==> src/rtl/adcstw_cfg.svh <==
// Purpose: offsets, field positions, reset values and timing counts of the converter control block
// Assumes: 125 MHz core clock, APB byte addresses inside one register page
// Notes:   timing counts derive from the times in ns and the clock rate
`ifndef ADCSTW_CFG_SVH
`define ADCSTW_CFG_SVH

// page decode: paddr[13:8] selects the page, paddr[7:0] the register
`define ADCSTW_PAGE           6'h3F
`define ADCSTW_OFF_CTRL       8'h00
`define ADCSTW_OFF_IRQ        8'h04
`define ADCSTW_OFF_MASK       8'h08
`define ADCSTW_OFF_VEC        8'h0C
`define ADCSTW_OFF_CMP        8'h10
`define ADCSTW_OFF_UP6        8'h14
`define ADCSTW_OFF_LO6        8'h18
`define ADCSTW_OFF_UP7        8'h1C
`define ADCSTW_OFF_LO7        8'h20
`define ADCSTW_OFF_RES0       8'h40
`define ADCSTW_OFF_RES7       8'h5C

// converter_control_reg fields
`define ADCSTW_CTRL_GO        0
`define ADCSTW_CTRL_REPEAT    1
`define ADCSTW_CTRL_ENERGIZE  2
`define ADCSTW_CTRL_ONCHIP    3
`define ADCSTW_CTRL_PIN       4
`define ADCSTW_CTRL_FIRST_LSB 5
`define ADCSTW_CTRL_FIRST_MSB 7

// converter_irq_control_reg and mask fields
`define ADCSTW_IRQ_DONE       7
`define ADCSTW_IRQ_ALARM      6

// threshold_result_reg fields
`define ADCSTW_CMP_LO6        0
`define ADCSTW_CMP_HI6        1
`define ADCSTW_CMP_LO7        2
`define ADCSTW_CMP_HI7        3

// reset values
`define ADCSTW_RST_BYTE       8'h00
`define ADCSTW_RST_UPPER      8'hFF
`define ADCSTW_RST_LOWER      8'h00
`define ADCSTW_LAST_CHAN      3'h7
`define ADCSTW_WD_CHAN6       3'h6
`define ADCSTW_WD_CHAN7       3'h7

// timing
`define ADCSTW_CLK_MHZ        125
`define ADCSTW_CONV_TIME_NS   11000
`define ADCSTW_SAMPLE_TIME_NS 3000
`define ADCSTW_TRIG_MIN_NS    80
`define ADCSTW_SAR_BITS       8
`define ADCSTW_CONV_CYC       ((`ADCSTW_CONV_TIME_NS * `ADCSTW_CLK_MHZ) / 1000)
`define ADCSTW_SAMPLE_CYC     ((`ADCSTW_SAMPLE_TIME_NS * `ADCSTW_CLK_MHZ) / 1000)
`define ADCSTW_BIT_CYC        ((`ADCSTW_CONV_CYC - `ADCSTW_SAMPLE_CYC) / `ADCSTW_SAR_BITS)

`endif

==> src/rtl/adcstw_pkg.sv <==
// Purpose: shared types of the converter control block
// Assumes: nothing beyond the cfg header
// Notes:   constants live in adcstw_cfg.svh
package adcstw_pkg;

    typedef logic [7:0] adcstw_byte_t;
    typedef logic [2:0] adcstw_chan_t;

    typedef enum logic [1:0]
    {
        ADCSTW_IDLE   = 2'b00,
        ADCSTW_SAMPLE = 2'b01,
        ADCSTW_APPROX = 2'b10
    } adcstw_phase_t;

endpackage

==> src/rtl/adcstw_sar.sv <==
// Purpose: successive approximation sequencer for one channel conversion
// Assumes: analog comparator high when input is above dac_code
// Notes:   sample phase then one bit per divider tick, msb first
`timescale 1ns/1ps
`include "adcstw_cfg.svh"

module adcstw_sar (
    input  wire logic                 clock,
    input  wire logic                 rst_n,
    input  wire logic                 start,
    input  wire logic                 abort,
    input  wire logic                 cmp_pin,
    output logic                      sample_hold,
    output adcstw_pkg::adcstw_byte_t  dac_code,
    output adcstw_pkg::adcstw_byte_t  result,
    output logic                      done,
    output logic                      busy
);
    import adcstw_pkg::*;

    localparam logic [10:0] SAMPLE_LAST = 11'(`ADCSTW_SAMPLE_CYC - 1);
    localparam logic [10:0] BIT_LAST    = 11'(`ADCSTW_BIT_CYC - 1);

    adcstw_phase_t phase_q;
    logic [10:0]   cnt_q;
    logic [2:0]    bit_q;
    adcstw_byte_t  trial_q;
    logic          cmp_meta_q;
    logic          cmp_q;
    logic          tick;

    // comparator output is asynchronous to the core clock
    always_ff @(posedge clock)
    begin
        if (!rst_n)
        begin
            cmp_meta_q <= 1'b0;
            cmp_q      <= 1'b0;
        end
        else
        begin
            cmp_meta_q <= cmp_pin;
            cmp_q      <= cmp_meta_q;
        end
    end

    // divider enable: end of sample window or of one bit trial
    assign tick = (cnt_q == 11'h000);

    always_ff @(posedge clock)
    begin
        if (!rst_n || abort)
        begin
            phase_q <= ADCSTW_IDLE;
            cnt_q   <= 11'h000;
            bit_q   <= 3'h7;
            trial_q <= 8'h00;
        end
        else
        begin
            case (phase_q)
                ADCSTW_IDLE:
                begin
                    if (start)
                    begin
                        phase_q <= ADCSTW_SAMPLE;
                        cnt_q   <= SAMPLE_LAST;
                        trial_q <= 8'h00;
                    end
                end
                ADCSTW_SAMPLE:
                begin
                    if (tick)
                    begin
                        phase_q <= ADCSTW_APPROX;
                        cnt_q   <= BIT_LAST;
                        bit_q   <= 3'h7;
                        trial_q <= 8'h80;
                    end
                    else
                    begin
                        cnt_q <= cnt_q - 11'h001;
                    end
                end
                ADCSTW_APPROX:
                begin
                    if (tick)
                    begin
                        cnt_q <= BIT_LAST;
                        if (!cmp_q)
                        begin
                            trial_q[bit_q] <= 1'b0;
                        end
                        if (bit_q == 3'h0)
                        begin
                            phase_q <= ADCSTW_IDLE;
                        end
                        else
                        begin
                            trial_q[bit_q - 3'h1] <= 1'b1;
                            bit_q                 <= bit_q - 3'h1;
                        end
                    end
                    else
                    begin
                        cnt_q <= cnt_q - 11'h001;
                    end
                end
                default:
                begin
                    phase_q <= ADCSTW_IDLE;
                end
            endcase
        end
    end

    always_ff @(posedge clock)
    begin
        if (!rst_n)
        begin
            done   <= 1'b0;
            result <= 8'h00;
        end
        else
        begin
            done <= 1'b0;
            if (!abort && phase_q == ADCSTW_APPROX && tick && bit_q == 3'h0)
            begin
                done      <= 1'b1;
                result    <= {trial_q[7:1], cmp_q};
            end
        end
    end

    assign sample_hold = (phase_q == ADCSTW_SAMPLE);
    assign dac_code    = trial_q;
    assign busy        = (phase_q != ADCSTW_IDLE);

endmodule

==> src/rtl/adcstw_top.sv <==
// Purpose: scan, trigger, result, threshold and interrupt control of an 8-channel SAR converter
// Assumes: APB slave, zero wait states; timer_event is on the core clock
// Notes:   one conversion takes 1375 core cycles including a 375-cycle sample window
`timescale 1ns/1ps
`include "adcstw_cfg.svh"

module adcstw_top (
    input  wire logic                 clock,
    input  wire logic                 rst_n,
    input  wire logic                 psel,
    input  wire logic                 penable,
    input  wire logic                 pwrite,
    input  wire logic [15:0]          paddr,
    input  wire logic [31:0]          pwdata,
    output logic [31:0]               prdata,
    output logic                      pready,
    output logic                      pslverr,
    input  wire logic                 trigger_input_pin,
    input  wire logic                 timer_event,
    input  wire logic                 analog_compare_pin,
    output logic                      analog_power_on,
    output adcstw_pkg::adcstw_chan_t  channel_select,
    output logic                      sample_hold,
    output adcstw_pkg::adcstw_byte_t  dac_code,
    output logic                      irq,
    output adcstw_pkg::adcstw_byte_t  irq_vector
);
    import adcstw_pkg::*;

    // register page decode, shared by write and read paths
    function automatic logic reg_hit(input logic [15:0] a, input logic [7:0] off);
        reg_hit = (a[15:14] == 2'b00) && (a[13:8] == `ADCSTW_PAGE) && (a[7:0] == off);
    endfunction

    function automatic logic res_hit(input logic [15:0] a);
        res_hit = (a[15:14] == 2'b00) && (a[13:8] == `ADCSTW_PAGE) && (a[1:0] == 2'b00)
                  && (a[7:0] >= `ADCSTW_OFF_RES0) && (a[7:0] <= `ADCSTW_OFF_RES7);
    endfunction

    adcstw_byte_t ctrl_q;
    adcstw_byte_t mask_q;
    adcstw_byte_t vec_q;
    adcstw_byte_t up6_q;
    adcstw_byte_t lo6_q;
    adcstw_byte_t up7_q;
    adcstw_byte_t lo7_q;
    adcstw_byte_t result_q [8];
    logic         go_q;
    logic         done_flag_q;
    logic         alarm_flag_q;
    logic [3:0]   cmp_flags_q;
    logic         scan_q;
    adcstw_chan_t chan_q;
    logic         sar_start_q;
    logic         trig_meta_q;
    logic         trig_sync_q;
    logic         trig_prev_q;
    logic [31:0]  prdata_q;

    logic         wr_en;
    logic         rd_setup;
    logic         mapped;
    logic         energize;
    logic         trig_event;
    logic         sar_done;
    adcstw_byte_t sar_result;
    logic         group_end;
    logic [3:0]   cmp_set;
    logic         alarm_set;
    logic         lo_hit;
    logic         hi_hit;
    adcstw_byte_t irq_status;
    adcstw_byte_t rd_byte;

    assign mapped = reg_hit(paddr, `ADCSTW_OFF_CTRL) || reg_hit(paddr, `ADCSTW_OFF_IRQ)
                    || reg_hit(paddr, `ADCSTW_OFF_MASK) || reg_hit(paddr, `ADCSTW_OFF_VEC)
                    || reg_hit(paddr, `ADCSTW_OFF_CMP) || reg_hit(paddr, `ADCSTW_OFF_UP6)
                    || reg_hit(paddr, `ADCSTW_OFF_LO6) || reg_hit(paddr, `ADCSTW_OFF_UP7)
                    || reg_hit(paddr, `ADCSTW_OFF_LO7) || res_hit(paddr);

    assign pready   = 1'b1;
    assign pslverr  = psel && penable && !mapped;
    assign wr_en    = psel && penable && pwrite && mapped;
    assign rd_setup = psel && !penable && !pwrite;
    assign prdata   = prdata_q;

    assign energize = ctrl_q[`ADCSTW_CTRL_ENERGIZE];
    assign analog_power_on = energize;

    // trigger pin is asynchronous: two flops, then edge detect
    always_ff @(posedge clock)
    begin
        if (!rst_n)
        begin
            trig_meta_q <= 1'b0;
            trig_sync_q <= 1'b0;
            trig_prev_q <= 1'b0;
        end
        else
        begin
            trig_meta_q <= trigger_input_pin;
            trig_sync_q <= trig_meta_q;
            trig_prev_q <= trig_sync_q;
        end
    end

    // pulses of 80 ns span ten clocks, so the synchroniser cannot miss one
    assign trig_event = (ctrl_q[`ADCSTW_CTRL_PIN] && trig_sync_q && !trig_prev_q)
                        || (ctrl_q[`ADCSTW_CTRL_ONCHIP] && timer_event);

    // control register, go bit kept apart for hardware set and clear
    always_ff @(posedge clock)
    begin
        if (!rst_n)
        begin
            ctrl_q <= `ADCSTW_RST_BYTE;
        end
        else if (wr_en && reg_hit(paddr, `ADCSTW_OFF_CTRL))
        begin
            ctrl_q <= pwdata[7:0];
        end
    end

    assign group_end = sar_done && (chan_q == `ADCSTW_LAST_CHAN);

    always_ff @(posedge clock)
    begin
        if (!rst_n)
        begin
            go_q <= 1'b0;
        end
        else if (wr_en && reg_hit(paddr, `ADCSTW_OFF_CTRL) && !pwdata[`ADCSTW_CTRL_ENERGIZE])
        begin
            go_q <= 1'b0;
        end
        else if (trig_event && energize)
        begin
            go_q <= 1'b1;
        end
        else if (wr_en && reg_hit(paddr, `ADCSTW_OFF_CTRL))
        begin
            go_q <= pwdata[`ADCSTW_CTRL_GO];
        end
        else if (group_end && !ctrl_q[`ADCSTW_CTRL_REPEAT])
        begin
            go_q <= 1'b0;
        end
    end

    // channel sequencing across a group
    always_ff @(posedge clock)
    begin
        if (!rst_n || !energize)
        begin
            scan_q      <= 1'b0;
            chan_q      <= 3'h0;
            sar_start_q <= 1'b0;
        end
        else
        begin
            sar_start_q <= 1'b0;
            if (!scan_q)
            begin
                if (go_q)
                begin
                    scan_q      <= 1'b1;
                    chan_q      <= ctrl_q[`ADCSTW_CTRL_FIRST_MSB:`ADCSTW_CTRL_FIRST_LSB];
                    sar_start_q <= 1'b1;
                end
            end
            else if (sar_done)
            begin
                if (!go_q)
                begin
                    scan_q <= 1'b0;
                end
                else if (chan_q != `ADCSTW_LAST_CHAN)
                begin
                    chan_q      <= chan_q + 3'h1;
                    sar_start_q <= 1'b1;
                end
                else if (ctrl_q[`ADCSTW_CTRL_REPEAT])
                begin
                    chan_q      <= ctrl_q[`ADCSTW_CTRL_FIRST_MSB:`ADCSTW_CTRL_FIRST_LSB];
                    sar_start_q <= 1'b1;
                end
                else
                begin
                    scan_q <= 1'b0;
                end
            end
        end
    end

    adcstw_sar u_sar (
        .clock       (clock),
        .rst_n       (rst_n),
        .start       (sar_start_q),
        .abort       (!energize),
        .cmp_pin     (analog_compare_pin),
        .sample_hold (sample_hold),
        .dac_code    (dac_code),
        .result      (sar_result),
        .done        (sar_done),
        .busy        ()
    );

    assign channel_select = chan_q;

    // per-channel result storage
    generate
        for (genvar i = 0; i < 8; i++)
        begin : g_res
            always_ff @(posedge clock)
            begin
                if (!rst_n)
                begin
                    result_q[i] <= `ADCSTW_RST_BYTE;
                end
                else if (sar_done && chan_q == 3'(i))
                begin
                    result_q[i] <= sar_result;
                end
            end
        end
    endgenerate

    // limit registers
    always_ff @(posedge clock)
    begin
        if (!rst_n)
        begin
            up6_q <= `ADCSTW_RST_UPPER;
            lo6_q <= `ADCSTW_RST_LOWER;
            up7_q <= `ADCSTW_RST_UPPER;
            lo7_q <= `ADCSTW_RST_LOWER;
        end
        else if (wr_en)
        begin
            if (reg_hit(paddr, `ADCSTW_OFF_UP6))
            begin
                up6_q <= pwdata[7:0];
            end
            if (reg_hit(paddr, `ADCSTW_OFF_LO6))
            begin
                lo6_q <= pwdata[7:0];
            end
            if (reg_hit(paddr, `ADCSTW_OFF_UP7))
            begin
                up7_q <= pwdata[7:0];
            end
            if (reg_hit(paddr, `ADCSTW_OFF_LO7))
            begin
                lo7_q <= pwdata[7:0];
            end
        end
    end

    // threshold check on the fresh result of channel 6 or 7
    always_comb
    begin
        lo_hit  = 1'b0;
        hi_hit  = 1'b0;
        cmp_set = 4'h0;
        if (chan_q == `ADCSTW_WD_CHAN6)
        begin
            lo_hit = sar_result < lo6_q;
            hi_hit = sar_result > up6_q;
        end
        else if (chan_q == `ADCSTW_WD_CHAN7)
        begin
            lo_hit = sar_result < lo7_q;
            hi_hit = sar_result > up7_q;
        end
        if (sar_done)
        begin
            cmp_set[`ADCSTW_CMP_LO6] = lo_hit && (chan_q == `ADCSTW_WD_CHAN6);
            cmp_set[`ADCSTW_CMP_HI6] = hi_hit && (chan_q == `ADCSTW_WD_CHAN6);
            cmp_set[`ADCSTW_CMP_LO7] = lo_hit && (chan_q == `ADCSTW_WD_CHAN7);
            cmp_set[`ADCSTW_CMP_HI7] = hi_hit && (chan_q == `ADCSTW_WD_CHAN7);
        end
    end

    assign alarm_set = |cmp_set;

    // sticky status, write one to clear, hardware set wins
    always_ff @(posedge clock)
    begin
        if (!rst_n)
        begin
            cmp_flags_q  <= 4'h0;
            done_flag_q  <= 1'b0;
            alarm_flag_q <= 1'b0;
        end
        else
        begin
            if (wr_en && reg_hit(paddr, `ADCSTW_OFF_CMP))
            begin
                cmp_flags_q <= (cmp_flags_q & ~pwdata[3:0]) | cmp_set;
            end
            else
            begin
                cmp_flags_q <= cmp_flags_q | cmp_set;
            end
            if (wr_en && reg_hit(paddr, `ADCSTW_OFF_IRQ))
            begin
                done_flag_q  <= (done_flag_q && !pwdata[`ADCSTW_IRQ_DONE]) || group_end;
                alarm_flag_q <= (alarm_flag_q && !pwdata[`ADCSTW_IRQ_ALARM]) || alarm_set;
            end
            else
            begin
                done_flag_q  <= done_flag_q || group_end;
                alarm_flag_q <= alarm_flag_q || alarm_set;
            end
        end
    end

    // mask and vector base
    always_ff @(posedge clock)
    begin
        if (!rst_n)
        begin
            mask_q <= `ADCSTW_RST_BYTE;
            vec_q  <= `ADCSTW_RST_BYTE;
        end
        else if (wr_en)
        begin
            if (reg_hit(paddr, `ADCSTW_OFF_MASK))
            begin
                mask_q <= pwdata[7:0] & 8'hC0;
            end
            if (reg_hit(paddr, `ADCSTW_OFF_VEC))
            begin
                vec_q <= pwdata[7:0] & 8'hFC;
            end
        end
    end

    always_comb
    begin
        irq_status                   = 8'h00;
        irq_status[`ADCSTW_IRQ_DONE]  = done_flag_q;
        irq_status[`ADCSTW_IRQ_ALARM] = alarm_flag_q;
    end

    assign irq = |(irq_status & mask_q);

    // alarm has priority; the hardware bit picks the slot in the four-byte area
    always_ff @(posedge clock)
    begin
        if (!rst_n)
        begin
            irq_vector <= `ADCSTW_RST_BYTE;
        end
        else
        begin
            irq_vector <= {vec_q[7:2], !(alarm_flag_q && mask_q[`ADCSTW_IRQ_ALARM]), 1'b0};
        end
    end

    // read data captured in the setup phase
    always_comb
    begin
        rd_byte = 8'h00;
        if (reg_hit(paddr, `ADCSTW_OFF_CTRL))
        begin
            rd_byte = {ctrl_q[7:1], go_q};
        end
        else if (reg_hit(paddr, `ADCSTW_OFF_IRQ))
        begin
            rd_byte = irq_status;
        end
        else if (reg_hit(paddr, `ADCSTW_OFF_MASK))
        begin
            rd_byte = mask_q;
        end
        else if (reg_hit(paddr, `ADCSTW_OFF_VEC))
        begin
            rd_byte = {vec_q[7:2], !(alarm_flag_q && mask_q[`ADCSTW_IRQ_ALARM]), 1'b0};
        end
        else if (reg_hit(paddr, `ADCSTW_OFF_CMP))
        begin
            rd_byte = {4'h0, cmp_flags_q};
        end
        else if (reg_hit(paddr, `ADCSTW_OFF_UP6))
        begin
            rd_byte = up6_q;
        end
        else if (reg_hit(paddr, `ADCSTW_OFF_LO6))
        begin
            rd_byte = lo6_q;
        end
        else if (reg_hit(paddr, `ADCSTW_OFF_UP7))
        begin
            rd_byte = up7_q;
        end
        else if (reg_hit(paddr, `ADCSTW_OFF_LO7))
        begin
            rd_byte = lo7_q;
        end
        else if (res_hit(paddr))
        begin
            rd_byte = result_q[paddr[4:2]];
        end
    end

    always_ff @(posedge clock)
    begin
        if (!rst_n)
        begin
            prdata_q <= 32'h0000_0000;
        end
        else if (rd_setup)
        begin
            prdata_q <= {24'h00_0000, rd_byte};
        end
    end

endmodule

==> config.mk <==
export PLATFORM = sky130hd
export DESIGN_NAME = adcstw_top
export DESIGN_NICKNAME = d
export VERILOG_FILES = /design/src/rtl/adcstw_pkg.sv /design/src/rtl/adcstw_sar.sv /design/src/rtl/adcstw_top.sv
export VERILOG_INCLUDE_DIRS = /design/src /design/src/rtl
export SDC_FILE = /design/constraint.sdc
export NUM_CORES = 1
export LEC_CHECK = 0
export CAP_MARGIN = 20
export CELL_PAD_IN_SITES_DETAIL_PLACEMENT = 1
export CELL_PAD_IN_SITES_GLOBAL_PLACEMENT = 1
export CORE_MARGIN = 2
export CORE_UTILIZATION = 45
export CTS_CLUSTER_DIAMETER = 100
export DETAILED_ROUTE_END_ITERATION = 12
export DONT_BUFFER_PORTS = 1
export PLACE_DENSITY_LB_ADDON = 0.1
export SYNTH_ARGS = -nofsm -noshare
export SYNTH_HDL_FRONTEND = slang
export SYNTH_SLANG_ARGS = --single-unit
==> constraint.sdc <==
create_clock -name clock -period 2.19 [get_ports clock]
set_input_delay 0.1095 -clock clock [delete_from_list [all_inputs] [get_ports clock]]
set_output_delay 0.1095 -clock clock [all_outputs]
set_load 0.02 [all_outputs]
# Word level (Yosys, flattened, before mapping)
# Memories as Yosys holds them, arrays and structs flattened.
# Index checks and enable logic that the tools add are counted.
# word_totals
mem_bits_rw,64
regBits,114
elab_cells,281
output_inout_bits,56
n_memories,1
in_bits,56
# memory_table
memory,depth,width,read_ports,rd_clocked_by_memory_dff,write_ports,line_no,source
result_q,8,8,1,0,8,adcstw_top.sv:47,adcstw_byte_t result_q [8];
# op_classes
n_bitwise,17
n_addsub,3
n_reduce_logical,101
muxes,94
eq_ne,27
magnitude_cmp,10
# ops
operator,count
two-way mux 8 bit,26
logical AND 1 bit,48
two-way mux 1 bit,45
"== test 8 x 5 -> 1 bit, second input constant",4
two-way mux 3 bit,9
one-hot mux 8 bit (3 select lines),1
two-way mux 11 bit,2
one-hot mux 11 bit (2 select lines),1
AND 8 bit,2
"== test 8 x 4 -> 1 bit, second input constant",2
greater-than comparator 8 bit,2
< comparator 8 bit,2
AND reduction 4 bit,4
logical OR 1 bit,15
AND reduction 2 bit,7
"== test 3 bit, second input constant",4
zero test 1 bit,11
zero test 11 bit,1
"subtractor 11 x 1 -> 11 bit, second input constant",1
"== test 8 x 3 -> 1 bit, second input constant",1
"== test 8 x 6 -> 1 bit, second input constant",1
">= comparator 8 x 7 -> 1 bit, second input constant",1
"less-or-equal comparator 8 x 7 -> 1 bit, second input constant",1
zero test 8 bit,1
32 further kinds,60

# Logic depth before layout (Yosys ltp)
# Gate-level depths: netlist (run 1).
# logic_depth
word_depth,16
depth_mapped,9
ltp_nobuf,7

# Hierarchy
# A second synthesis (run 1) with hierarchy kept.
# hier_totals
hier_cells,998
area_unflattened_um2,9651.8
# by_module_without_submodules
mod,area_per_inst_um2,n_inst,cells_each,seq_area_each_um2
adcstw_top,7664.9,1,763,3463.3
adcstw_sar,1986.9,1,235,700.7

# Worst setup path after synthesis (run 1)
# No wires, ideal clock.
# synth_path
kind,register -> register
start,reg u_sar.cnt_q[0]
end,reg u_sar.trial_q[1] (netlist: u_sar.dac_code[1])
n_path_buf,0
required_time_ns,2.071
period_less_slack_ns,2.262
arrival_ns,2.143
setup_time_ns,0.119
stages_incl_launch_ff,8
setup_slack_ns,-0.072
cell_sequence,dfxtp_1 -> inv_1 -> ha_1 -> nor3b_1 -> nand4_2 -> o31ai_1 -> nand2_1 -> o221a_2
# synth_via
elab_chain_cells,3
word_cells_on_any_way,4
cone_classes,eq/ne: 2; reduce/logical: 2
# synth_rtl
item,line_no,source
start: declaration,adcstw_sar.sv:25,logic [10:0] cnt_q;
start signal: assignment,adcstw_sar.sv:82,cnt_q <= cnt_q - 11'h001;
start signal: assignment,adcstw_sar.sv:106,cnt_q <= cnt_q - 11'h001;
zero test 11 bit *,adcstw_sar.sv:48,assign tick = (cnt_q == 11'h000);
inequality test 2 x 1 -> 1 bit (no source line),n/a,
AND reduction 4 bit (no source line) *,n/a,
end signal: assignment,adcstw_sar.sv:57,trial_q <= 8'h00;
end signal: assignment,adcstw_sar.sv:68,trial_q <= 8'h00;
end signal: assignment,adcstw_sar.sv:78,trial_q <= 8'h80;
end: declaration,adcstw_sar.sv:27,adcstw_byte_t trial_q;
# Mark *: on every way between the ends. The rest lies on a longest branch, timed or not.
# A chain may end at the register's enable or synchronous reset.

# Worst setup path in the final report (run 1)
# layout_path
start,reg u_sar.cnt_q[1]
end,reg u_sar.phase_q[0]
# layout_via
elab_chain_cells,3
word_cells_on_any_way,4
cone_classes,eq/ne: 2; reduce/logical: 2
# layout_rtl
item,line_no,source
zero test 11 bit *,adcstw_sar.sv:48,
inequality test 2 x 1 -> 1 bit (no source line),n/a,
AND reduction 4 bit (no source line) *,n/a,
end signal: assignment,adcstw_sar.sv:54,phase_q <= ADCSTW_IDLE;
end signal: assignment,adcstw_sar.sv:66,phase_q <= ADCSTW_SAMPLE;
end signal: assignment,adcstw_sar.sv:75,phase_q <= ADCSTW_APPROX;
end: declaration,adcstw_sar.sv:24,adcstw_phase_t phase_q;
# Marks and branches as above.

==> impl_metrics.ini, run 1 <==
[logic_synthesis]
synthesis.area_um2 = 9560
syn_inst = 973
ys.warnings.count = 0
synth.most_common_cell = sky130_fd_sc_hd__dfxtp_1
async_flop_share_pct = 0
synth_sequential_area_ratio_pct = 43.6
synth_ff_type = sky130_fd_sc_hd__dfxtp_1
syn_area_per_cell_um2 = 9.82
synth.top_cells.by_count = sky130_fd_sc_hd__dfxtp_1, sky130_fd_sc_hd__nor2_1, sky130_fd_sc_hd__nand2_1
number_of_synthesized_register_bits = 176
synth_area_leader_cell = sky130_fd_sc_hd__dfxtp_1
largest_cells_by_area_after_synthesis = sky130_fd_sc_hd__dfxtp_1, sky130_fd_sc_hd__edfxtp_1, sky130_fd_sc_hd__mux2i_1, sky130_fd_sc_hd__ha_1, sky130_fd_sc_hd__and2_1
synth_cell_type_count = 79
number_of_enable_flip_flop_cells_after_synthesis = 64
post-synth-top-area-fraction_pct = 23.5

[clocking]
clk-insertion-delay-late_ns = 0.43
h-tree-depth = 4
clock_path_buffers = 2
cts_inserted_buffers = 17
cts_sinks = 176
worst_setup_hold_path_clk_slew_ns = 0.07
cts-root-buf = sky130_fd_sc_hd__clkbuf_16
tritoncts = done

[timing]
post_route_setup_slack_ns = 0.111
setup_tns_ns = 0
maxClockFrequency_ghz = 0.481
grt_setup_unrepaired = false
hold_violations = 0
timing.final.crit_period_ns = 2.08
final.period_utilization_pct = 94.9
count_of_final_setup_violators = 0
timing.slew.headroom_pct = 55.1
measured_slew_at_the_worst_slew_check_pin_ns = 0.672
hold_slack_ns = 0.0200
maxSlewViolCount = 0
skew_ns = 0.0127

[place]
numPortBuffers = 0
dp_hpwl_um = 23000
place.gp.congestion = 0.968
dpl_worst_slack_ns = 0.0381

[global_route]
grt_pass1_wl_um = 48400
grt_max_degree = 49
grt.total_usage_pct = 29.0
first_global_vias = 8249
antenna_found_initial = 1
grt.overflow.total = 0

[detailed_routing]
dr.pass1.iters = 7
drt-wirelength-per-cell_um = 24.0
drt_first_iter_violations = 511
drc_violations_left = 0
route.detailed.vias_per_inst = 6.01
postRouteWirelength_um = 31600
ant_nets = 0
dr_vias = 7891

[critical_path]
timing.critical_path.slowest_stage_cell = sky130_fd_sc_hd__dfxtp_1
critPathLaunchType = flip-flop
worst_ep_arrival_time_ns = 2.40
crit_top_cell = sky130_fd_sc_hd__buf_4
critPathTopFamily = buffers and inverters
path_max_fanout = 6
cp-end-kind = flip-flop
critical_path_class = flip-flop to flip-flop
critical_path.n_buffers_inverters = 4
crit_required_ns = 2.51
worst_path_largest_cell_delay_ns = 0.38
critical_path.cell_chain = inv_1 -> ha_1 -> nor3b_2 -> buf_4 -> nand4_4 -> buf_6 -> nor3_1 -> buf_4 -> o31a_1 -> o221a_2

[final_layout]
fillers = 2378
post_route_cells_drive_above_1_share_pct = 14.5
layout_area_growth_over_synthesis_pct = 13.6
finalNetCount = 1122

[die]
die-width_um = 150
core_area_um2 = 21000
die_area_um2 = 22400
rows = 53
initial_core_util_pct = 45.6
die_height_um = 150
boundaryPins = 112

[hold_path]
holdCritPathClass = input pin to flip-flop

[run_status]
outcome = complete, no violations

[power]
totalPowerFinal_mw = 6.67
power_per_cell_area_nw_per_um2 = 614
leakagePower_nw = 4.42
peakVddDrop_mv = 0.438

[job]
timing.max_cap.violations = 0
==> sequential cells by signal, summed over array words and instances (netlist names), 3 cells and up <==
register / flops
channel_select: 3
cmp_flags_q: 4
ctrl_q: 7
irq_vector: 7
lo6_q: 8
lo7_q: 8
prdata: 8
result_q: 64
u_sar.bit_q: 3
u_sar.cnt_q: 11
u_sar.dac_code: 8
u_sar.result: 8
up6_q: 8
up7_q: 8
vec_q: 6
==> power breakdown <==
part | total (mW) | internal, mW | switching, mW
Combinational | 0.339 | 0.124 | 0.214
Sequential | 3.48 | 3.45 | 0.0311
Clock | 2.85 | 1.52 | 1.33
==> routing by layer <==
| layer | GRT usage [%] | part of all wire (%) |
|---|---|---|
| met3 | 5.64 | 6.3 |
| met4 | 13.4 | 4.2 |
| met1 | 36.9 | 41 |
| met2 | 47.8 | 48 |
| met5 | 0 | 0 |
==> through the flow <==
| stage | instances | area [um2] | util, % |
|---|---|---|---|
| 6_report | 1313 | 10900 | 51.8 |
| 2_1_floorplan | 997 | 9650 | - |
| 4_1_cts | 1309 | 10800 | 51.4 |
| 3_3_place_gp | 1259 | 10000 | 47.9 |
| 3_5_place_dp | 1260 | 10100 | 48.0 |
| 5_1_grt | 1313 | 10900 | 51.8 |
==> cells in the final DEF (no fill, tap or decap), types with 4 or more instances in the layout <==
| cell type | instances |
|---|---|
| sky130_fd_sc_hd__and4_1 | 5 |
| sky130_fd_sc_hd__nand2_1 | 80 |
| sky130_fd_sc_hd__mux4_2 | 17 |
| sky130_fd_sc_hd__nand4_1 | 17 |
| sky130_fd_sc_hd__conb_1 | 26 |
| sky130_fd_sc_hd__mux2i_1 | 57 |
| sky130_fd_sc_hd__nor3b_1 | 7 |
| sky130_fd_sc_hd__nor3_1 | 22 |
| sky130_fd_sc_hd__a311oi_1 | 9 |
| sky130_fd_sc_hd__buf_4 | 61 |
| sky130_fd_sc_hd__a31oi_1 | 14 |
| sky130_fd_sc_hd__inv_1 | 51 |
| sky130_fd_sc_hd__dlygate4sd3_1 | 16 |
| sky130_fd_sc_hd__o221a_2 | 5 |
| sky130_fd_sc_hd__clkbuf_16 | 17 |
| sky130_fd_sc_hd__nor2_1 | 87 |
| sky130_fd_sc_hd__mux2_2 | 8 |
| sky130_fd_sc_hd__nor4b_2 | 4 |
| sky130_fd_sc_hd__dfxtp_1 | 112 |
| sky130_fd_sc_hd__edfxtp_1 | 64 |
| sky130_fd_sc_hd__and2_1 | 74 |
| sky130_fd_sc_hd__a21oi_1 | 44 |
| sky130_fd_sc_hd__nand3_1 | 19 |
| sky130_fd_sc_hd__o211ai_1 | 15 |
| sky130_fd_sc_hd__ha_1 | 42 |
| sky130_fd_sc_hd__clkinv_4 | 4 |
| sky130_fd_sc_hd__a22oi_1 | 4 |
| sky130_fd_sc_hd__or3_1 | 5 |
| sky130_fd_sc_hd__o21a_1 | 4 |
| sky130_fd_sc_hd__o21ai_0 | 35 |
| sky130_fd_sc_hd__nor2b_1 | 11 |
| sky130_fd_sc_hd__nor4_1 | 5 |
==> logic make-up after synthesis <==
| kind of cell | after synthesis | synth area share, % |
|---|---|---|
| and+or+nand+nor | 368 | 21.1 |
| AOI/OAI and AO/OA | 177 | 12.4 |
| DFF | 176 | 43.6 |
| buffers and inverters | 125 | 6.29 |
| muxes | 82 | 10.9 |
| adders and majority gates | 42 | 5.50 |
| other | 2 | 0.0786 |
| xor gates and xnor gates | 1 | 0.0917 |
==> cell type report <==
type,count,area (um2),share of cell area [%]
timing repair buffer,81,666,6.13
inverter,52,195,1.80
antenna,1,2.50,0.0230
multi-input combinational,696,4940,45.5
tap,275,344,3.17
sequential,176,4160,38.4
clock buffer,21,460,4.24
clock inverter,11,81.3,0.749
==> worst paths after layout <==
| kind | cells past startpoint | endpoint | slack, ns | start |
|---|---|---|---|---|
| min reg2reg | 1 | trig_sync_q$_SDFF_PN0_ | 0.44 | trig_meta_q$_SDFF_PN0_ |
| max | 10 | u_sar.phase_q[0]$_SDFFE_PP0P_ | 0.11 | u_sar.cnt_q[1]$_SDFFE_PP0P_ |
| max reg2reg | 10 | u_sar.phase_q[0]$_SDFFE_PP0P_ | 0.11 | u_sar.cnt_q[1]$_SDFFE_PP0P_ |
| min | 4 | prdata[7]$_SDFFE_PN0P_ | 0.02 | paddr[2] |
==> timing repair <==
| item | 4_1_cts | 5_1_grt |
|---|---|---|
| hold buffers | 17 | 0 |
| setup buffers | 0 | 3 |
| gates resized for setup | 1 | 13 |
| pin swaps | 0 | 3 |
| hold endpoints to repair | 71 | 0 |
| endpoints found under the setup margin | 1 | 30 |
==> worst min-delay path, delay by kind of cell <==
| kind | cells | cell delay, ns |
|---|---|---|
| and+or+nand+nor | 1 | 0.07 |
| AOI/OAI and AO/OA | 3 | 0.23 |
Note: power is estimated with default switching activity, not from simulation.
==> run 2: changes to the inputs <==
--- a/config.mk
+++ b/config.mk
@@ -8,9 +8,9 @@
 export LEC_CHECK = 0
 export CAP_MARGIN = 20
 export CELL_PAD_IN_SITES_DETAIL_PLACEMENT = 1
-export CELL_PAD_IN_SITES_GLOBAL_PLACEMENT = 1
+export CELL_PAD_IN_SITES_GLOBAL_PLACEMENT = 2
 export CORE_MARGIN = 2
-export CORE_UTILIZATION = 45
+export CORE_UTILIZATION = 37
 export CTS_CLUSTER_DIAMETER = 100
 export DETAILED_ROUTE_END_ITERATION = 12
 export DONT_BUFFER_PORTS = 1
==> constraint.sdc (replaced) <==
create_clock -name clock -period 1.9 [get_ports clock]
set_input_delay 0.095 -clock clock [delete_from_list [all_inputs] [get_ports clock]]
set_output_delay 0.095 -clock clock [all_outputs]
set_load 0.02 [all_outputs]
==> run 2 against run 1 <==
Compared with the run above: the run now ends with negative setup slack left; largest cell class unchanged; sequential power rose by 15%; core utilization is 6.2 points lower; sequential cell count unchanged; die area up 21%; final area is 6.0% higher; largest power group unchanged.
==> impl_metrics.ini, run 2 (synthesis results as in run 1) <==
[run_status]
outcome = finished, violations left
failed_checks = negative setup slack

[detailed_routing]
drt-wirelength-per-cell_um = 23.5
drc_violations_left = 0
postRouteWirelength_um = 33200
drt_first_iter_violations = 604
dr.pass1.iters = 8
ant_nets = 0
dr_vias = 8003
route.detailed.vias_per_inst = 5.68

[final_layout]
fillers = 2832
reg.largest.list = result_q: 64 flops, u_sar.cnt_q: 11 flops
largest_reg_flops = 64
finalNetCount = 1164
layout_area_growth_over_synthesis_pct = 20.5
insertedDiodeCount = 0
post_route_cells_drive_above_1_share_pct = 21.2
most_common_library_cell_in_the_layout_ignoring_fill_and_taps = sky130_fd_sc_hd__dfxtp_1
registers.top_by_ff_count = result_q
design_area_um2 = 11500
mostFrequentLayoutCells = sky130_fd_sc_hd__dfxtp_1, sky130_fd_sc_hd__buf_4, sky130_fd_sc_hd__nor2_1

[timing]
maxSlewViolCount = 0
timing.final.crit_period_ns = 1.92
hold_violations = 0
maxClockFrequency_ghz = 0.522
timing.slew.headroom_pct = 62.2
count_of_final_setup_violators = 2
post_route_setup_slack_ns = -0.0164
final.period_utilization_pct = 101
hold_slack_ns = 0.0231
grt_setup_unrepaired = true
measured_slew_at_the_worst_slew_check_pin_ns = 0.564
skew_ns = 0.0109

[clocking]
h-tree-depth = 4
clock_path_buffers = 2
clk-insertion-delay-late_ns = 0.45
worst_setup_hold_path_clk_slew_ns = 0.08
tritoncts = done
cts_inserted_buffers = 17
cts_sinks = 176
cts-root-buf = sky130_fd_sc_hd__clkbuf_16

[critical_path]
worst-r2r-setup-slack_ns = -0.02
worstReg2RegEnd = u_sar.dac_code[1]$_SDFFE_PP0P_
cp-end-kind = flip-flop
critical_path_class = flip-flop to flip-flop
critPathLaunchType = flip-flop
crit_required_ns = 2.30
worst_ep_arrival_time_ns = 2.31
path_max_fanout = 5
critical_path.cell_chain = inv_2 -> ha_4 -> nor3b_4 -> nand4_4 -> o31a_1 -> nor4b_2 -> o221a_2
regToRegStartpoint = u_sar.cnt_q[1]$_SDFFE_PP0P_
worst-r2r-cell-count = 7
timing.critical_path.slowest_stage_cell = sky130_fd_sc_hd__o31a_1
worst_path_largest_cell_delay_ns = 0.39

[global_route]
grt.total_usage_pct = 25.3
grt_pass1_wl_um = 50300
antenna_found_initial = 2
first_global_vias = 8268
grt.overflow.total = 0
grt_max_degree = 40

[place]
dp_hpwl_um = 24700
dpl_worst_slack_ns = -0.179
numPortBuffers = 0
place.gp.congestion = 0.951
dpl_cell_area_um2 = 10600

[hold_path]
timing.hold.worst_endpoint = prdata[0]$_SDFFE_PN0P_
holdCritPathClass = input pin to flip-flop
min_path_cells = 3
hold_path.startpoint = paddr[5]

[power]
totalPowerFinal_mw = 7.91
leakagePower_nw = 4.70
power_per_cell_area_nw_per_um2 = 687
peakVddDrop_mv = 0.422

[die]
initial_core_util_pct = 37.8
die_area_um2 = 27100
core_area_um2 = 25300
rows = 58
die_height_um = 165
die-width_um = 165
boundaryPins = 112

[job]
timing.max_cap.violations = 0
[run 2: worst max path at each step]
stage                                         startpoint                             end  slack (ns)  cells past startpoint
final                        u_sar.cnt_q[1]$_SDFFE_PP0P_  u_sar.dac_code[1]$_SDFFE_PP0P_       -0.02                      7
after global placement       u_sar.cnt_q[1]$_SDFFE_PP0P_  u_sar.dac_code[3]$_SDFFE_PP0P_       -0.05                      7
after detailed placement           lo7_q[6]$_SDFFE_PN0P_         alarm_flag_q$_SDFF_PN0_       -0.18                      8
after floorplan           channel_select[2]$_SDFFE_PP0P_    result_q[6][0]$_SDFFCE_PN0P_       -0.03                      3
after CTS                    u_sar.cnt_q[1]$_SDFFE_PP0P_  u_sar.dac_code[1]$_SDFFE_PP0P_       -0.05                      7
after global routing         u_sar.cnt_q[1]$_SDFFE_PP0P_  u_sar.dac_code[3]$_SDFFE_PP0P_       -0.13                      7
[run 2: where the power goes]
part	switching, mW	internal [mW]	leakage [nW]
clock network	1.74	1.75	0.280
logic	0.249	0.159	2.90
registers	0.0358	3.97	1.52
total	2.03	5.88	4.70
[run 2: layout make-up]
class	instances	area, um2	share of cell area [%]
inverter	52	195	1.70
sequential	176	4170	36.3
multi-input combinational	696	5100	44.3
timing repair buffer	123	1060	9.20
clock buffer	18	429	3.73
clock inverter	14	141	1.23
tap	330	413	3.59
[run 2: critical path, delay by kind of cell, from the launching register on]
kind / cells / cell delay, ns
compound gates: 2 / 0.61
flops: 1 / 0.33
buf+inv: 1 / 0.07
simple gates: 3 / 0.73
fa+ha+maj: 1 / 0.13
[run 2: metal layers]
metal  global-route usage, %  vias up  wire length, um
met3                    5.02       32             2090
met2                    40.3      238            15400
met4                    6.52        0              540
met5                       0        -                0
met1                    35.2     4050            15100
li1                        -     3683                -
[run 2: stage by stage]
stage	std cells	TNS, ns	utilization [%]
global placement	1357	-0.458	41.8
detailed placement	1357	-2.14	41.8
CTS	1408	-0.207	45.2
global route	1409	-1.51	45.6
finish	1409	-0.0298	45.6
floorplan	997	-0.266	-
[run 2: what timing repair did]
item                                    4_1_cts  5_1_grt
setup buffers                                 5        1
gates resized for setup                      22       27
pin swaps                                    11       12
endpoints found under the setup margin       37       35
hold endpoints to repair                     75        0
hold buffers                                 14        0
==> run 3: changes to the inputs <==
--- a/config.mk
+++ b/config.mk
@@ -6,11 +6,12 @@
 export SDC_FILE = /design/constraint.sdc
 export NUM_CORES = 1
 export LEC_CHECK = 0
+export ABC_AREA = 1
 export CAP_MARGIN = 20
 export CELL_PAD_IN_SITES_DETAIL_PLACEMENT = 1
 export CELL_PAD_IN_SITES_GLOBAL_PLACEMENT = 2
 export CORE_MARGIN = 2
-export CORE_UTILIZATION = 37
+export CORE_UTILIZATION = 34
 export CTS_CLUSTER_DIAMETER = 100
 export DETAILED_ROUTE_END_ITERATION = 12
 export DONT_BUFFER_PORTS = 1
==> run 3 against run 2 <==
Compared with the run above: the flow still finishes with violations (negative setup slack); sequential share of layout area shrank 2.5 points; critical path depth grew 6; synthesized cell count grew 29%; sequential power is essentially flat; core utilization shrank 1.4 points; maximum frequency shrank 4.1%; setup slack lost 0.082 ns; synthesized area grew 1.8%; combinational power is essentially flat; non-clock buffer count grew 47; critical path type unchanged; highest routed layer unchanged.
==> impl_metrics.ini, run 3 <==
[run_status]
outcome = finished, violations left
failed_checks = negative setup slack

[timing]
maxSlewViolCount = 0
post_route_setup_slack_ns = -0.0982
timing.final.crit_period_ns = 2.00
maxClockFrequency_ghz = 0.500
hold_slack_ns = 0.00193
final.period_utilization_pct = 105
timing.slew.headroom_pct = 64.3
hold_violations = 0
count_of_final_setup_violators = 19
measured_slew_at_the_worst_slew_check_pin_ns = 0.534
skew_ns = 0.0179
grt_setup_unrepaired = true

[final_layout]
registers.top_by_ff_count = result_q
most_common_library_cell_in_the_layout_ignoring_fill_and_taps = sky130_fd_sc_hd__nand2_1
finalNetCount = 1506
design_area_um2 = 12400
fillers = 3403
reg.largest.list = result_q: 64 flops, u_sar.cnt_q: 11 flops
post_route_cells_drive_above_1_share_pct = 20.1
insertedDiodeCount = 0
layout_area_growth_over_synthesis_pct = 27.1
largest_reg_flops = 64
mostFrequentLayoutCells = sky130_fd_sc_hd__nand2_1, sky130_fd_sc_hd__nor2_1, sky130_fd_sc_hd__inv_1

[hold_path]
min_path_cells = 4
holdCritPathClass = input pin to flip-flop

[global_route]
grt_util_met3_pct = 3.36
top_usage_layer = met2
grt_max_degree = 82
first_global_vias = 9088
grt_util_met1_pct = 30.1
grt_pass1_wl_um = 51700
met2_usage_pct = 38.5
grt.total_usage_pct = 22.4
grt.overflow.total = 0
antenna_found_initial = 0

[logic_synthesis]
synth_sequential_area_ratio_pct = 42.8
syn_inst = 1252
synth_ff_type = sky130_fd_sc_hd__dfxtp_1
syn_area_per_cell_um2 = 7.77
synth.top_cells.by_count = sky130_fd_sc_hd__nand2_1, sky130_fd_sc_hd__nor2_1, sky130_fd_sc_hd__inv_1
number_of_enable_flip_flop_cells_after_synthesis = 64
synth_area_leader_cell = sky130_fd_sc_hd__dfxtp_1
post-synth-top-area-fraction_pct = 23.0
synth_cell_type_count = 57
largest_cells_by_area_after_synthesis = sky130_fd_sc_hd__dfxtp_1, sky130_fd_sc_hd__edfxtp_1, sky130_fd_sc_hd__nand2_1, sky130_fd_sc_hd__nor2_1, sky130_fd_sc_hd__inv_1
async_flop_share_pct = 0
synth.most_common_cell = sky130_fd_sc_hd__nand2_1
ys.warnings.count = 0
synthesis.area_um2 = 9730
number_of_synthesized_register_bits = 176

[critical_path]
critPathLaunchType = flip-flop
critPathTopFamily = simple AND/OR/NAND/NOR gates
path_max_fanout = 6
critical_path_class = flip-flop to flip-flop
crit_top_cell = sky130_fd_sc_hd__nor2_4
timing.critical_path.slowest_stage_cell = sky130_fd_sc_hd__dfxtp_2
crit_required_ns = 2.26
worst-r2r-cell-count = 13
critical_path.n_buffers_inverters = 3
worst_path_largest_cell_delay_ns = 0.33
worst_ep_arrival_time_ns = 2.36
critical_path_depth = 13
critical_path.cell_chain = inv_2 -> ha_4 -> inv_4 -> nor2_4 -> nand2_2 -> nor2_4 -> nand2_2 -> nor2_4 -> nand4_1 -> nor4_4 -> buf_4 -> o21ai_2 -> a21oi_1
cp-end-kind = flip-flop

[detailed_routing]
postRouteWirelength_um = 34000
drt-wirelength-per-cell_um = 18.9
dr_vias = 8859
route.detailed.vias_per_inst = 4.92
drc_violations_left = 0
dr.pass1.iters = 4
drt_first_iter_violations = 420
ant_nets = 0

[die]
initial_core_util_pct = 34.7
rows = 61
die_height_um = 173
die_area_um2 = 30000
boundaryPins = 112
die-width_um = 173
core_area_um2 = 28000

[power]
peakVddDrop_mv = 0.365
leakagePower_nw = 5.46
power_per_cell_area_nw_per_um2 = 652
totalPowerFinal_mw = 8.07

[clocking]
cts_inserted_buffers = 17
clk-insertion-delay-late_ns = 0.45
clock_path_buffers = 2
cts_sinks = 176
tritoncts = done
h-tree-depth = 4
worst_setup_hold_path_clk_slew_ns = 0.09
cts-root-buf = sky130_fd_sc_hd__clkbuf_16

[place]
dp_hpwl_um = 24600
numPortBuffers = 0
dpl_cell_area_um2 = 10700
dpl_worst_slack_ns = -0.150
place.gp.congestion = 0.808

[job]
timing.max_cap.violations = 0
run 3: cell count changes after synthesis, sizes merged, moves of 18 or more:
cell,change
a21oi,+28
nor2,+127
mux2i,-53
nand2,+154
nand3,+34
o21ai,+58
and2,-76
a211oi,+18
inv,+140
run 3: metrics by stage:
step | setup TNS (ns) | std cells | utilization [%]
final | -0.999 | 1799 | 44.2
after global routing | -4.29 | 1799 | 44.2
after CTS | -1.88 | 1787 | 42.8
after detailed placement | -1.67 | 1689 | 38.1
after global placement | -0.341 | 1689 | 38.1
after floorplan | -0.127 | 1276 | -
run 3: power breakdown:
group          switching (mW)  total [mW]  internal, mW
registers              0.0346        4.00          3.97
logic                   0.281       0.406         0.125
clock network            1.87        3.66          1.79
run 3: per-layer routing:
metal  vias up  routed length [um]
met4         0                 376
met5         -                   0
li1       4354                   -
met2       160               16400
met3        28                1420
met1      4317               15700
run 3: cell type report:
type                    count  area (um2)  share of cell area [%]
flip-flops and latches    176        4170                    33.7
repair buffers            170        1510                    12.2
clock inverters            15         175                    1.42
inverters                 196         757                    6.12
multi-input cells         847        4860                    39.3
clock buffers              17         425                    3.44
well taps                 378         473                    3.82
run 3: repair_timing:
action,in CTS,in global routing
hold buffers,59,2
pin swaps,9,35
gates resized for setup,25,82
endpoints found under the hold margin,78,19
buffers inserted,6,19
endpoints found under the setup margin,23,75
gates cloned,1,0
run 3: worst reg2reg max path, cell delays in order, from the launching register on:
cell and delay (ns):
sky130_fd_sc_hd__dfxtp_2 0.33, sky130_fd_sc_hd__inv_2 0.07, sky130_fd_sc_hd__ha_4 0.14, sky130_fd_sc_hd__inv_4 0.03, sky130_fd_sc_hd__nor2_4 0.08, sky130_fd_sc_hd__nand2_2 0.08
sky130_fd_sc_hd__nor2_4 0.12, sky130_fd_sc_hd__nand2_2 0.09, sky130_fd_sc_hd__nor2_4 0.10, sky130_fd_sc_hd__nand4_1 0.19, sky130_fd_sc_hd__nor4_4 0.27, sky130_fd_sc_hd__buf_4 0.23
sky130_fd_sc_hd__o21ai_2 0.06, sky130_fd_sc_hd__a21oi_1 0.14
run 3: final timing paths:
kind                                                     end  slack [ns]                        start
worst max-delay path            u_sar.result[3]$_SDFFE_PN0P_        -0.1  u_sar.cnt_q[1]$_SDFFE_PP0P_
worst min-delay path                  prdata[7]$_SDFFE_PN0P_       0.002                      penable
worst max register to register  u_sar.result[3]$_SDFFE_PN0P_        -0.1  u_sar.cnt_q[1]$_SDFFE_PP0P_
worst min register to register     cmp_flags_q[2]$_SDFF_PN0_        0.47    cmp_flags_q[2]$_SDFF_PN0_
run 3: kinds of logic after synthesis:
logic type / share of synthesized area [%]
mux: 0.411
simple gates: 25.8
other cells: 0.0772
xor+xnor: 0.270
flops: 42.8
buf+inv: 11.5
fa+ha+maj: 5.40
compound gates: 13.7
